**config.mk**
```make
export PLATFORM = sky130hd
export DESIGN_NAME = pllcs_top
export DESIGN_NICKNAME = d
export VERILOG_FILES = /design/src/hdl/pllcs_pkg.sv /design/src/hdl/pllcs_top.sv
export SDC_FILE = /design/constraint.sdc
export NUM_CORES = 1
export LEC_CHECK = 0
export ABC_AREA = 1
export BUFFER_PORTS_ARGS = -buffer_cell sky130_fd_sc_hd__buf_4
export CAP_MARGIN = 20
export CORE_UTILIZATION = 50
export DETAILED_ROUTE_END_ITERATION = 8
export MAX_ROUTING_LAYER = met4
export PLACE_DENSITY = 0.7
export SYNTH_ARGS = -nofsm -noshare
export SYNTH_HDL_FRONTEND = slang
export SYNTH_SLANG_ARGS = --single-unit
```
**constraint.sdc**
```tcl
create_clock -name i_clock -period 1.5 [get_ports i_clock]
set_input_delay 0.3 -clock i_clock [delete_from_list [all_inputs] [get_ports i_clock]]
set_output_delay 0.3 -clock i_clock [all_outputs]
set_load 0.05 [all_outputs]
```
**src/hdl/pllcs_pkg.sv**
```systemverilog
// Constants shared by the clock-source and PLL control block.
// Assumes an 8-bit register port with byte offsets as printed.
`default_nettype none

package pllcs_pkg;
    // Register offsets
    localparam logic [9:0] ADDR_PLL_CTRL = 10'h010; // Power, pump mode, polarity
    localparam logic [9:0] ADDR_ABL_CTRL = 10'h017; // Antibacklash width, pump current
    localparam logic [9:0] ADDR_CAL_CTRL = 10'h018; // Calibrate bit
    localparam logic [9:0] ADDR_DIV_RATIO = 10'h1e0; // VCO divider code
    localparam logic [9:0] ADDR_SRC_SEL = 10'h1e1; // Bypass and source select
    localparam logic [9:0] ADDR_UPDATE = 10'h232; // Update trigger
    localparam logic [9:0] ADDR_STATUS = 10'h01f; // Calibration status, read only
    localparam logic [7:0] UPDATE_CODE = 8'h01; // Value that applies staged settings

    // Reset values
    localparam logic [7:0] RST_PLL_CTRL = 8'h01; // PLL powered down
    localparam logic [7:0] RST_ABL_CTRL = 8'h00;
    localparam logic [7:0] RST_CAL_CTRL = 8'h00;
    localparam logic [7:0] RST_DIV_RATIO = 8'h02; // Divide by four
    localparam logic [7:0] RST_SRC_SEL = 8'h00; // External input through divider

    // Field positions
    localparam int PWR_LSB = 0; // Two-bit power field
    localparam int CPM_LSB = 4; // Two-bit pump mode field
    localparam int POL_BIT = 7;
    localparam int ABL_LSB = 0; // Two-bit antibacklash field
    localparam int CUR_LSB = 2; // Three-bit pump current field
    localparam int CAL_BIT = 0;
    localparam int BYP_BIT = 0;
    localparam int SRC_BIT = 1;
    localparam int ST_BUSY_BIT = 0;
    localparam int ST_DONE_BIT = 1;

    // Field encodings
    localparam logic [1:0] PWR_ON = 2'h0;
    localparam logic [1:0] PWR_DOWN = 2'h1;
    localparam logic [1:0] CPM_HIZ = 2'h0;
    localparam logic [1:0] CPM_UP = 2'h1;
    localparam logic [1:0] CPM_DOWN = 2'h2;
    localparam logic [1:0] CPM_NORMAL = 2'h3;
    localparam logic [2:0] DIV_MAX_CODE = 3'h4; // Codes 0..4 divide by 2..6
    localparam logic [2:0] DIV_CODE_OFS = 3'h2; // Ratio is code plus two

    // Calibration run length in clock cycles
    localparam int CAL_CYCLES = 64;
endpackage

`default_nettype wire

```
**src/hdl/pllcs_top.sv**
```systemverilog
// Control logic for clock-source selection, VCO divider and PLL setup.
// Assumes a host on the same clock drives the register port; the source,
// reference and feedback edges arrive from pins and are synchronised here.
//
// How it works
// - Power field 00 runs PLL, 01 powers down
// - Bypass bit 0 uses divider, 1 skips it
// - Source bit 1 internal VCO, 0 external input
// - Divider field selects ratio two to six
// - Calibrate bit going 0 to 1 on update starts calibration
// - Settings apply only on update write 0x01
// - Polarity bit 0 positive, 1 negative
// - Polarity acts only with external VCO
// - Two-bit field sets antibacklash pulse width
// - Pump mode: hiz, force up, down, normal
// - Pump current has eight equal steps
// - PFD compares reference and feedback edges
// - Reset: PLL off, external input, divide four
//
// Added by the designer: strobed register access.
`default_nettype none

module pllcs_top
    import pllcs_pkg::*;
#(
    parameter int CAL_LEN = pllcs_pkg::CAL_CYCLES
) (
    input wire logic i_clock,
    input wire logic i_srst,
    input wire logic i_clk_en,
    input wire logic [9:0] i_addr,
    input wire logic [7:0] i_wr_data,
    input wire logic i_wr,
    input wire logic i_rd,
    output logic [7:0] o_rd_data,
    input wire logic i_clkin_edge,
    input wire logic i_vco_edge,
    input wire logic i_ref_div,
    input wire logic i_fb_div,
    output logic o_dist_tick,
    output logic o_pll_pdn,
    output logic o_src_vco,
    output logic o_div_bypass,
    output logic [2:0] o_div_ratio,
    output logic o_cp_up,
    output logic o_cp_dn,
    output logic o_cp_hiz,
    output logic [2:0] o_cp_current,
    output logic o_cal_busy
);
    import pllcs_pkg::*;

    localparam int CW = $clog2(CAL_LEN + 1);

    ////////////////////////////////////////////////////////////////////////
    // State
    typedef struct packed {
        logic [7:0] stg_pll; // Staged copies, written by the host
        logic [7:0] stg_abl;
        logic [7:0] stg_cal;
        logic [7:0] stg_div;
        logic [7:0] stg_src;
        logic [7:0] act_pll; // Active copies, steering the logic
        logic [7:0] act_abl;
        logic [7:0] act_cal;
        logic [7:0] act_div;
        logic [7:0] act_src;
        logic pll_pdn; // Power-down level, kept in step with act_pll
        logic cal_busy;
        logic cal_done;
        logic [CW-1:0] cal_cnt;
        logic [2:0] sy_clk; // Two sync stages, then the edge history
        logic [2:0] sy_vco;
        logic [2:0] sy_ref;
        logic [2:0] sy_fb;
        logic [2:0] div_cnt;
        logic pfd_up;
        logic pfd_dn;
        logic [1:0] abl_cnt;
        logic [7:0] rd_data;
        logic dist_tick;
        logic cp_up;
        logic cp_dn;
        logic cp_hiz;
    } pllcs_state_t;

    pllcs_state_t q_reg; // Registered state
    pllcs_state_t q_next; // Next state

    // Decoded strobes and active fields
    logic wr_upd;
    logic src_tick;
    logic ext_src;
    logic neg_pol;
    logic [1:0] cp_mode;
    logic div_static;
    logic [2:0] ratio_m1;

    ////////////////////////////////////////////////////////////////////////
    // Decode of active settings
    always_comb begin
        wr_upd = i_wr && (i_addr == ADDR_UPDATE) && (i_wr_data == UPDATE_CODE);
        ext_src = !q_reg.act_src[SRC_BIT];
        neg_pol = q_reg.act_pll[POL_BIT] && ext_src;
        cp_mode = q_reg.act_pll[CPM_LSB +: 2];
        // Codes above the top ratio leave the divider static
        div_static = q_reg.act_div[2:0] > DIV_MAX_CODE;
        ratio_m1 = q_reg.act_div[2:0] + DIV_CODE_OFS - 3'h1;
        // Internal VCO gives no edges while the PLL is powered down
        if (ext_src) begin
            src_tick = q_reg.sy_clk[1] && !q_reg.sy_clk[2];
        end else begin
            src_tick = q_reg.sy_vco[1] && !q_reg.sy_vco[2] &&
                (q_reg.act_pll[PWR_LSB +: 2] == PWR_ON);
        end
    end

    ////////////////////////////////////////////////////////////////////////
    // Next-state logic
    always_comb begin
        q_next = q_reg;
        // Pin synchronisers; stage 0 feeds only stage 1
        q_next.sy_clk = {q_reg.sy_clk[1:0], i_clkin_edge};
        q_next.sy_vco = {q_reg.sy_vco[1:0], i_vco_edge};
        q_next.sy_ref = {q_reg.sy_ref[1:0], i_ref_div};
        q_next.sy_fb = {q_reg.sy_fb[1:0], i_fb_div};

        // Register writes land in staging only
        if (i_wr) begin
            unique case (i_addr)
                ADDR_PLL_CTRL: q_next.stg_pll = i_wr_data;
                ADDR_ABL_CTRL: q_next.stg_abl = i_wr_data;
                ADDR_CAL_CTRL: q_next.stg_cal = i_wr_data;
                ADDR_DIV_RATIO: q_next.stg_div = i_wr_data;
                ADDR_SRC_SEL: q_next.stg_src = i_wr_data;
                default: ;
            endcase
        end

        // Update copies every staged value at once, so no half-applied setup
        if (wr_upd) begin
            q_next.act_pll = q_reg.stg_pll;
            q_next.act_abl = q_reg.stg_abl;
            q_next.act_cal = q_reg.stg_cal;
            q_next.act_div = q_reg.stg_div;
            q_next.act_src = q_reg.stg_src;
        end
        // Registered here so the output pin has no decode behind it
        q_next.pll_pdn = q_next.act_pll[PWR_LSB +: 2] != PWR_ON;

        // Calibration starts on the update that turns the bit on
        if (q_reg.cal_busy) begin
            if (q_reg.cal_cnt == CW'(1)) begin
                q_next.cal_busy = 1'b0;
                q_next.cal_done = 1'b1;
            end
            q_next.cal_cnt = q_reg.cal_cnt - CW'(1);
        end
        if (wr_upd && q_reg.stg_cal[CAL_BIT] && !q_reg.act_cal[CAL_BIT]) begin
            q_next.cal_busy = 1'b1;
            q_next.cal_done = 1'b0;
            q_next.cal_cnt = CW'(CAL_LEN);
        end

        // VCO divider or bypass toward distribution
        q_next.dist_tick = 1'b0;
        if (q_reg.act_src[BYP_BIT]) begin
            q_next.dist_tick = src_tick;
            q_next.div_cnt = 3'h0;
        end else if (div_static) begin
            q_next.div_cnt = 3'h0;
        end else if (src_tick) begin
            if (q_reg.div_cnt >= ratio_m1) begin
                q_next.div_cnt = 3'h0;
                q_next.dist_tick = 1'b1;
            end else begin
                q_next.div_cnt = q_reg.div_cnt + 3'h1;
            end
        end

        // Phase detector: both set starts reset pulse; a fresh edge wins over it
        if (q_reg.pfd_up && q_reg.pfd_dn) begin
            // Overlap lasts field+1 cycles to remove the dead zone
            if (q_reg.abl_cnt == q_reg.act_abl[ABL_LSB +: 2]) begin
                q_next.pfd_up = 1'b0;
                q_next.pfd_dn = 1'b0;
                q_next.abl_cnt = 2'h0;
            end else begin
                q_next.abl_cnt = q_reg.abl_cnt + 2'h1;
            end
        end
        // Edges are applied last so one landing on the clear cycle is kept
        if (q_reg.sy_ref[1] && !q_reg.sy_ref[2]) begin
            q_next.pfd_up = 1'b1;
        end
        if (q_reg.sy_fb[1] && !q_reg.sy_fb[2]) begin
            q_next.pfd_dn = 1'b1;
        end

        // Charge pump drive from mode, power and polarity
        q_next.cp_hiz = 1'b0;
        q_next.cp_up = 1'b0;
        q_next.cp_dn = 1'b0;
        if (q_reg.act_pll[PWR_LSB +: 2] != PWR_ON) begin
            q_next.cp_hiz = 1'b1;
        end else begin
            unique case (cp_mode)
                CPM_HIZ: q_next.cp_hiz = 1'b1;
                CPM_UP: q_next.cp_up = 1'b1;
                CPM_DOWN: q_next.cp_dn = 1'b1;
                CPM_NORMAL: begin
                    q_next.cp_up = neg_pol ? q_reg.pfd_dn : q_reg.pfd_up;
                    q_next.cp_dn = neg_pol ? q_reg.pfd_up : q_reg.pfd_dn;
                end
            endcase
        end

        // Read port: staged values read back, status shows calibration
        q_next.rd_data = 8'h00;
        if (i_rd) begin
            unique case (i_addr)
                ADDR_PLL_CTRL: q_next.rd_data = q_reg.stg_pll;
                ADDR_ABL_CTRL: q_next.rd_data = q_reg.stg_abl;
                ADDR_CAL_CTRL: q_next.rd_data = q_reg.stg_cal;
                ADDR_DIV_RATIO: q_next.rd_data = q_reg.stg_div;
                ADDR_SRC_SEL: q_next.rd_data = q_reg.stg_src;
                ADDR_STATUS: begin
                    q_next.rd_data[ST_BUSY_BIT] = q_reg.cal_busy;
                    q_next.rd_data[ST_DONE_BIT] = q_reg.cal_done;
                end
                default: q_next.rd_data = 8'h00;
            endcase
        end
    end

    ////////////////////////////////////////////////////////////////////////
    // State register; the clock enable freezes everything
    always_ff @(posedge i_clock) begin
        if (i_srst) begin
            q_reg <= '0;
            q_reg.stg_pll <= RST_PLL_CTRL;
            q_reg.stg_abl <= RST_ABL_CTRL;
            q_reg.stg_cal <= RST_CAL_CTRL;
            q_reg.stg_div <= RST_DIV_RATIO;
            q_reg.stg_src <= RST_SRC_SEL;
            q_reg.act_pll <= RST_PLL_CTRL;
            q_reg.act_abl <= RST_ABL_CTRL;
            q_reg.act_cal <= RST_CAL_CTRL;
            q_reg.act_div <= RST_DIV_RATIO;
            q_reg.act_src <= RST_SRC_SEL;
            q_reg.pll_pdn <= 1'b1;
            q_reg.cp_hiz <= 1'b1;
        end else if (i_clk_en) begin
            q_reg <= q_next;
        end
    end

    ////////////////////////////////////////////////////////////////////////
    // Outputs, all straight from state bits
    assign o_rd_data = q_reg.rd_data;
    assign o_dist_tick = q_reg.dist_tick;
    assign o_pll_pdn = q_reg.pll_pdn;
    assign o_src_vco = q_reg.act_src[SRC_BIT];
    assign o_div_bypass = q_reg.act_src[BYP_BIT];
    assign o_div_ratio = q_reg.act_div[2:0];
    assign o_cp_up = q_reg.cp_up;
    assign o_cp_dn = q_reg.cp_dn;
    assign o_cp_hiz = q_reg.cp_hiz;
    assign o_cp_current = q_reg.act_abl[CUR_LSB +: 3];
    assign o_cal_busy = q_reg.cal_busy;
endmodule

`default_nettype wire

```
==> Word-level counts from Yosys, hierarchy flattened <==
Cells that the tools add are included.
{ "totals": {"elab_cells": 116, "out_inout_bits": 22, "ff_bits": 121} }
{ "op_classes": {"muxes": 28, "magnitude_cmp": 2, "eq_ne": 13, "addsub": 5, "reduce_logical": 40} }
{ "ops": {"columns": ["cell", "n"], "rows": [
  ["$eq A10 B5 Y1 const B", 4],
  ["$mux W34", 1],
  ["$pmux W6 S5", 1],
  ["$reduce_and A3 Y1", 8],
  ["$eq A10 B9 Y1 const B", 2],
  ["$mux W9", 2],
  ["$reduce_bool A2 Y1", 8],
  ["$mux W3", 4],
  ["$pmux W2 S6", 1],
  ["$logic_and A1 B1 Y1", 11],
  ["$mux W1", 11],
  ["$eq A10 B10 Y1 const B", 1],
  ["$eq A8 B1 Y1 const B", 1],
  ["$mux W2", 4],
  ["$mux W8", 1],
  ["$reduce_and A2 Y1", 4],
  ["$eq A7 B1 Y1 const B", 1],
  ["$sub A7 B1 Y7 const B", 1],
  ["$logic_not A1 Y1", 6],
  ["$eq A2 B2 Y1 const B", 2],
  ["$logic_not A2 Y1", 2],
  ["$mux W4", 1],
  ["$pmux W1 S2", 2],
  ["$add A3 B1 Y3 const B", 1],
  ["other kinds (8)", 8]
]} }

==> Depth between registers and ports, before layout <==
{ "logic_depth": {"word_depth": 7, "depth_mapped": 11, "ltp_nobuf": 10} }

==> Least setup slack after synthesis <==
No wires, ideal clock.
{ "synth_path": {"path_type": "register to register", "start": "reg q_reg, in the netlist o_div_ratio[0]", "end": "reg q_reg, in the netlist o_dist_tick", "setup_slack_ns": -0.083, "period_less_slack_ns": 1.583, "path_buffers": 0, "path_stages_with_launch": 11, "arrival_ns": 1.457, "t_required_ns": 1.374, "path_cell_list": "dfxtp_1 inv_1 ha_1 inv_1 ha_1 o21ai_0 nand2_1 a21oi_1 o21bai_1 nand2_1 a21oi_1"} }
{ "synth_via": {"elab_chain_cells": 7, "word_cells_on_any_way": 8, "cone_classes": "2 x add/sub; 2 x order compare; 4 x mux"} }
{ "synth_lines": {"columns": ["element", "line_no", "rtl"], "rows": [
  ["from (decl)", "pllcs_top.sv:87", "pllcs_state_t q_reg;"],
  ["from (signal assigned)", "pllcs_top.sv:254", "q_reg <= q_next;"],
  ["$add A3 B2 Y3", "pllcs_top.sv:108", "ratio_m1 = q_reg.act_div[2:0] + DIV_CODE_OFS - 3'h1;"],
  ["$sub A3 B1 Y3", "pllcs_top.sv:108", null],
  ["$ge A3 B3 Y1", "pllcs_top.sv:173", "if (q_reg.div_cnt >= ratio_m1) begin"],
  ["$mux W1", "pllcs_top.sv:173", null],
  ["$mux W1", "pllcs_top.sv:172", "end else if (src_tick) begin"],
  ["$mux W1 *", "pllcs_top.sv:170", "end else if (div_static) begin"],
  ["$mux W1 *", "pllcs_top.sv:167", "if (q_reg.act_src[BYP_BIT]) begin"]
]} }
Mark *: on every way between the ends. The rest lies on a longest branch, timed or not.
A chain may end at the register's enable or synchronous reset.

==> Worst setup path after layout <==
{ "layout_path": {"start": "reg q_reg, in the netlist o_div_ratio[1]", "end": "reg q_reg, in the netlist o_dist_tick"} }
Same word-level chain as after synthesis.

==> results_tabular.tex <==
\begin{tabular}{lr}
\hline
Metric & Value \\
\hline
\multicolumn{2}{l}{\textbf{Place}} \\
\quad Instance area at placement & 5610 sq um \\
\quad Hpwl dp & 9520 microns \\
\quad Global placement routability congestion & 0.915 \\
\quad Port-buffer cells & 48 \\
\multicolumn{2}{l}{\textbf{STA}} \\
\quad Final WS setup & -76.1 ps \\
\quad Slew at the pin closest to its max-slew limit & 420 ps \\
\quad Final-layout worst hold slack & about 150 ps \\
\quad Worst slew slack as a fraction of its limit & 0.713 \\
\quad Worst setup skew after layout & 12.5 ps \\
\quad Final period demand of the worst path & 1580 ps \\
\quad Number of endpoints failing setup at the final stage & 3 \\
\quad Max-slew violation count & 0 \\
\quad Final number of hold-violating endpoints & 0 \\
\quad Tcrit/Tclk final & 1.05 \\
\quad Highest Clock Rate & 634 MHz \\
\quad Setup repair after global routing missed its margin & yes \\
\multicolumn{2}{l}{\textbf{Floorplan}} \\
\quad Core Region & 9280 sq um \\
\quad Total I/O pin count & 49 \\
\quad Die X-Extent & 100 microns \\
\quad Height of the die & 100 microns \\
\quad Row cnt & 35 \\
\quad Starting density of the core & 0.518 \\
\quad Area enclosed by the die boundary & roughly 10000 sq um \\
\multicolumn{2}{l}{\textbf{Synth}} \\
\quad Total of flip-flops plus latches after synthesis & 97 \\
\quad Share of the synthesized area in the top cell type & 0.403 \\
\quad Async set-reset flop share out of synthesis & 0 \\
\quad Number of flops mapped to enable cells by yosys & 0 \\
\quad Instance count of the mapped netlist & 647 \\
\quad Sequential element share of the synthesized area & 0.403 \\
\quad Synth warnings & 0 \\
\quad Top area cells in the synthesized netlist & dfxtp\_1 40\%, nand2\_1 8.2\%, nor2\_1 7.4\% \\
\quad Distinct cell type count of the synthesized netlist & 42 \\
\quad Cell type with the largest total area after synthesis & dfxtp\_1 \\
\quad Net Count, Synth & about 680 \\
\quad Per-instance average area after synthesis & 7.44 sq um \\
\quad Primary FF master, synth & dfxtp\_1 \\
\quad Post-synth design cell area & 4810 sq um \\
\multicolumn{2}{l}{\textbf{Cells and area}} \\
\quad Share of layout cells above drive strength 1 & 0.261 \\
\quad Ant diodes & 0 \\
\quad Largest register FFs & 65 \\
\quad Net count, final & 762 \\
\quad Utilization of the core after routing & 0.631 \\
\quad Count of fill cells added during filler insertion & 865 \\
\quad Area growth from synthesis to final layout & 21.8\% \\
\quad Post-route cell area & 5860 sq um \\
\multicolumn{2}{l}{\textbf{Drt}} \\
\quad Via-per-instance ratio & about 5.2 \\
\quad Antenna violation net count after detailed routing & 0 \\
\quad WL/cell & 14.5 microns \\
\quad DRC marker count from the first detailed-route iteration & 154 \\
\quad Post-route DRC violation count & 0 \\
\quad Via Count & 4487 \\
\quad Number of detailed-route iterations in the first pass & 4 \\
\quad Routed wire length & 12500 microns \\
\multicolumn{2}{l}{\textbf{Global route}} \\
\quad Pin count of the biggest net entering global routing & 22 \\
\quad Via count of the first global-routing pass & about 4.5k \\
\quad Total global routing track utilization & 0.276 \\
\quad Initial antenna violation count & 0 \\
\quad Wire length of the first global-routing pass & 20900 microns \\
\quad Remaining Overflow, GRT & 0 \\
\multicolumn{2}{l}{\textbf{Power and ir drop}} \\
\quad Power density over cell area & 803 nW/um\^{}2 \\
\quad Leak Pwr & 2.54 nW \\
\quad IR Drop Worst-Case VDD & 464 uV \\
\multicolumn{2}{l}{\textbf{Clock network}} \\
\quad CTS tree & done \\
\quad CTS Hold Buffers Added & 0 \\
\quad Number of buffers added by the clock tree synthesis step & 9 \\
\quad Clock edge transition at the registers on the reported setup and hold paths & 100 ps \\
\quad CTS H-tree depth & 3 \\
\quad Root buf cell & clkbuf\_8 \\
\quad Maximum number of buffers from clock root to sink & 2 \\
\quad Insertion delay of the later-clocked pin in the worst-skew pair & 370 ps \\
\quad Number of sinks handled by clock tree synthesis & 97 \\
\multicolumn{2}{l}{\textbf{Outcome}} \\
\quad Status & complete, but fails checks \\
\quad Failing checks & setup timing \\
\multicolumn{2}{l}{\textbf{Critical path}} \\
\quad Worst setup SP type & flip-flop \\
\quad Cell chain of the critical path & buf\_6 > ha\_4 > xnor2\_2 > ha\_1 > a21oi\_2 > o21bai\_1 > nand2\_1 > a21oi\_1 \\
\quad Worst EP arrival & 1850 ps \\
\quad Path type of the worst setup path & flip-flop to flip-flop \\
\quad Worst-path maximum fanout & 4 \\
\quad Required time of the critical path & 1780 ps \\
\quad Worst-path cell with the longest stage delay & dfxtp\_2 \\
\quad Sort of element at the end of the critical path & flip-flop \\
\quad CP peak stage delay & 350 ps \\
\multicolumn{2}{l}{\textbf{Job}} \\
\quad Max\_cap viols & 0 \\
\multicolumn{2}{l}{\textbf{Min path}} \\
\quad Worst min-delay path category & input port to flip-flop \\
\hline
\end{tabular}
[metrics by stage]
stage	setup WS [ps]	instances	setup TNS, ps	power [mW]
after floorplan	-17.6	647	-17.6	2.91
after global placement	-144	844	-2270	3.13
after detailed placement	-177	844	-3790	3.14
after CTS	-106	861	-213	4.73
after global routing	-170	861	-537	4.89
final	-76.1	861	-168	4.70
[worst max-delay path, delay by kind of cell, from the launching register on]
kind                     cells  cell delay [ps]
AND/OR/NAND/NOR              1               70
buffers and inverters        1              120
flip-flops                   1              350
AO/OA/AOI/OAI                3              350
adder cells (fa/ha/maj)      2              450
XOR/XNOR                     1              130
[report_power, final]
part,leakage [nW],switching [mW],internal [mW]
clock,0.0925,0.987,0.632
sequential,0.786,0.0176,2.61
combinational,1.66,0.281,0.179
total,2.54,1.29,3.42
[layer usage]
metal / vias up / share of wire / global-route usage
met1: 2080 / 0.44 / 0.327
li1: 2286 / - / -
met5: - / 0 / -
met3: 21 / 0.045 / 0.0474
met2: 100 / 0.49 / 0.465
met4: 0 / 0.025 / 0.118
[final cells by class]
cell class / count / area [sq um] / area share
inverters: 70 / 265 / 0.0453
clock inverters: 7 / 58.8 / 0.0100
flip-flops and latches: 97 / 1950 / 0.332
multi-input cells: 440 / 2400 / 0.410
well taps: 129 / 161 / 0.0275
repair buffers: 109 / 901 / 0.154
clock buffers: 9 / 124 / 0.0211
[placed cells by master (no fill, tap or decap), types with 5 or more instances in the layout]
cell type and n:
buf_12 6, buf_4 101, xor2_1 5, nand4_1 23, a21oi_1 52, nor2_4 7
inv_2 17, nand3_1 29, ha_1 5, clkbuf_8 9, o211ai_1 5, o21ai_1 10
a211oi_2 8, inv_1 51, o21ai_0 36, nand2_1 105, nor2_1 93, dfxtp_1 94
nor2_2 9, a211oi_1 12, nor3_1 7
[kinds of logic (layout without fill, tap and decap cells)]
family,Yosys count,in the layout,synth area share
xor gates and xnor gates,7,7,0.0127
adders and majority gates,8,8,0.0208
buffers and inverters,110,195,0.109
DFF,97,97,0.403
and+or+nand+nor,291,291,0.289
AOI/OAI and AO/OA,134,134,0.165
[worst paths after layout]
check	endpoint	slack [ps]	cells after the start	start
min reg2reg	q_reg[15]	460	1	q_reg[24]
min	q_next[23]	150	3	i_ref_div
max	o_dist_tick	-80	8	o_div_ratio[1]
max reg2reg	o_dist_tick	-80	8	o_div_ratio[1]
[synthesized netlist by cell type (10+ instances only)]
library cell / n
a211oi_1: 12
a21oi_1: 53
buf_4: 16
clkbuf_1: 12
dfxtp_1: 97
inv_1: 54
inv_2: 15
nand2_1: 105
nand3_1: 29
nand4_1: 23
nor2_1: 95
o21ai_0: 37
o21ai_1: 10
[timing repair]
action,4_1_cts,5_1_grt
setup endpoints to repair,4,4
gates cloned,0,0
gates resized for setup,10,4
buffers inserted,1,0
pin swaps,6,8
(Power assumes the default switching activity.)
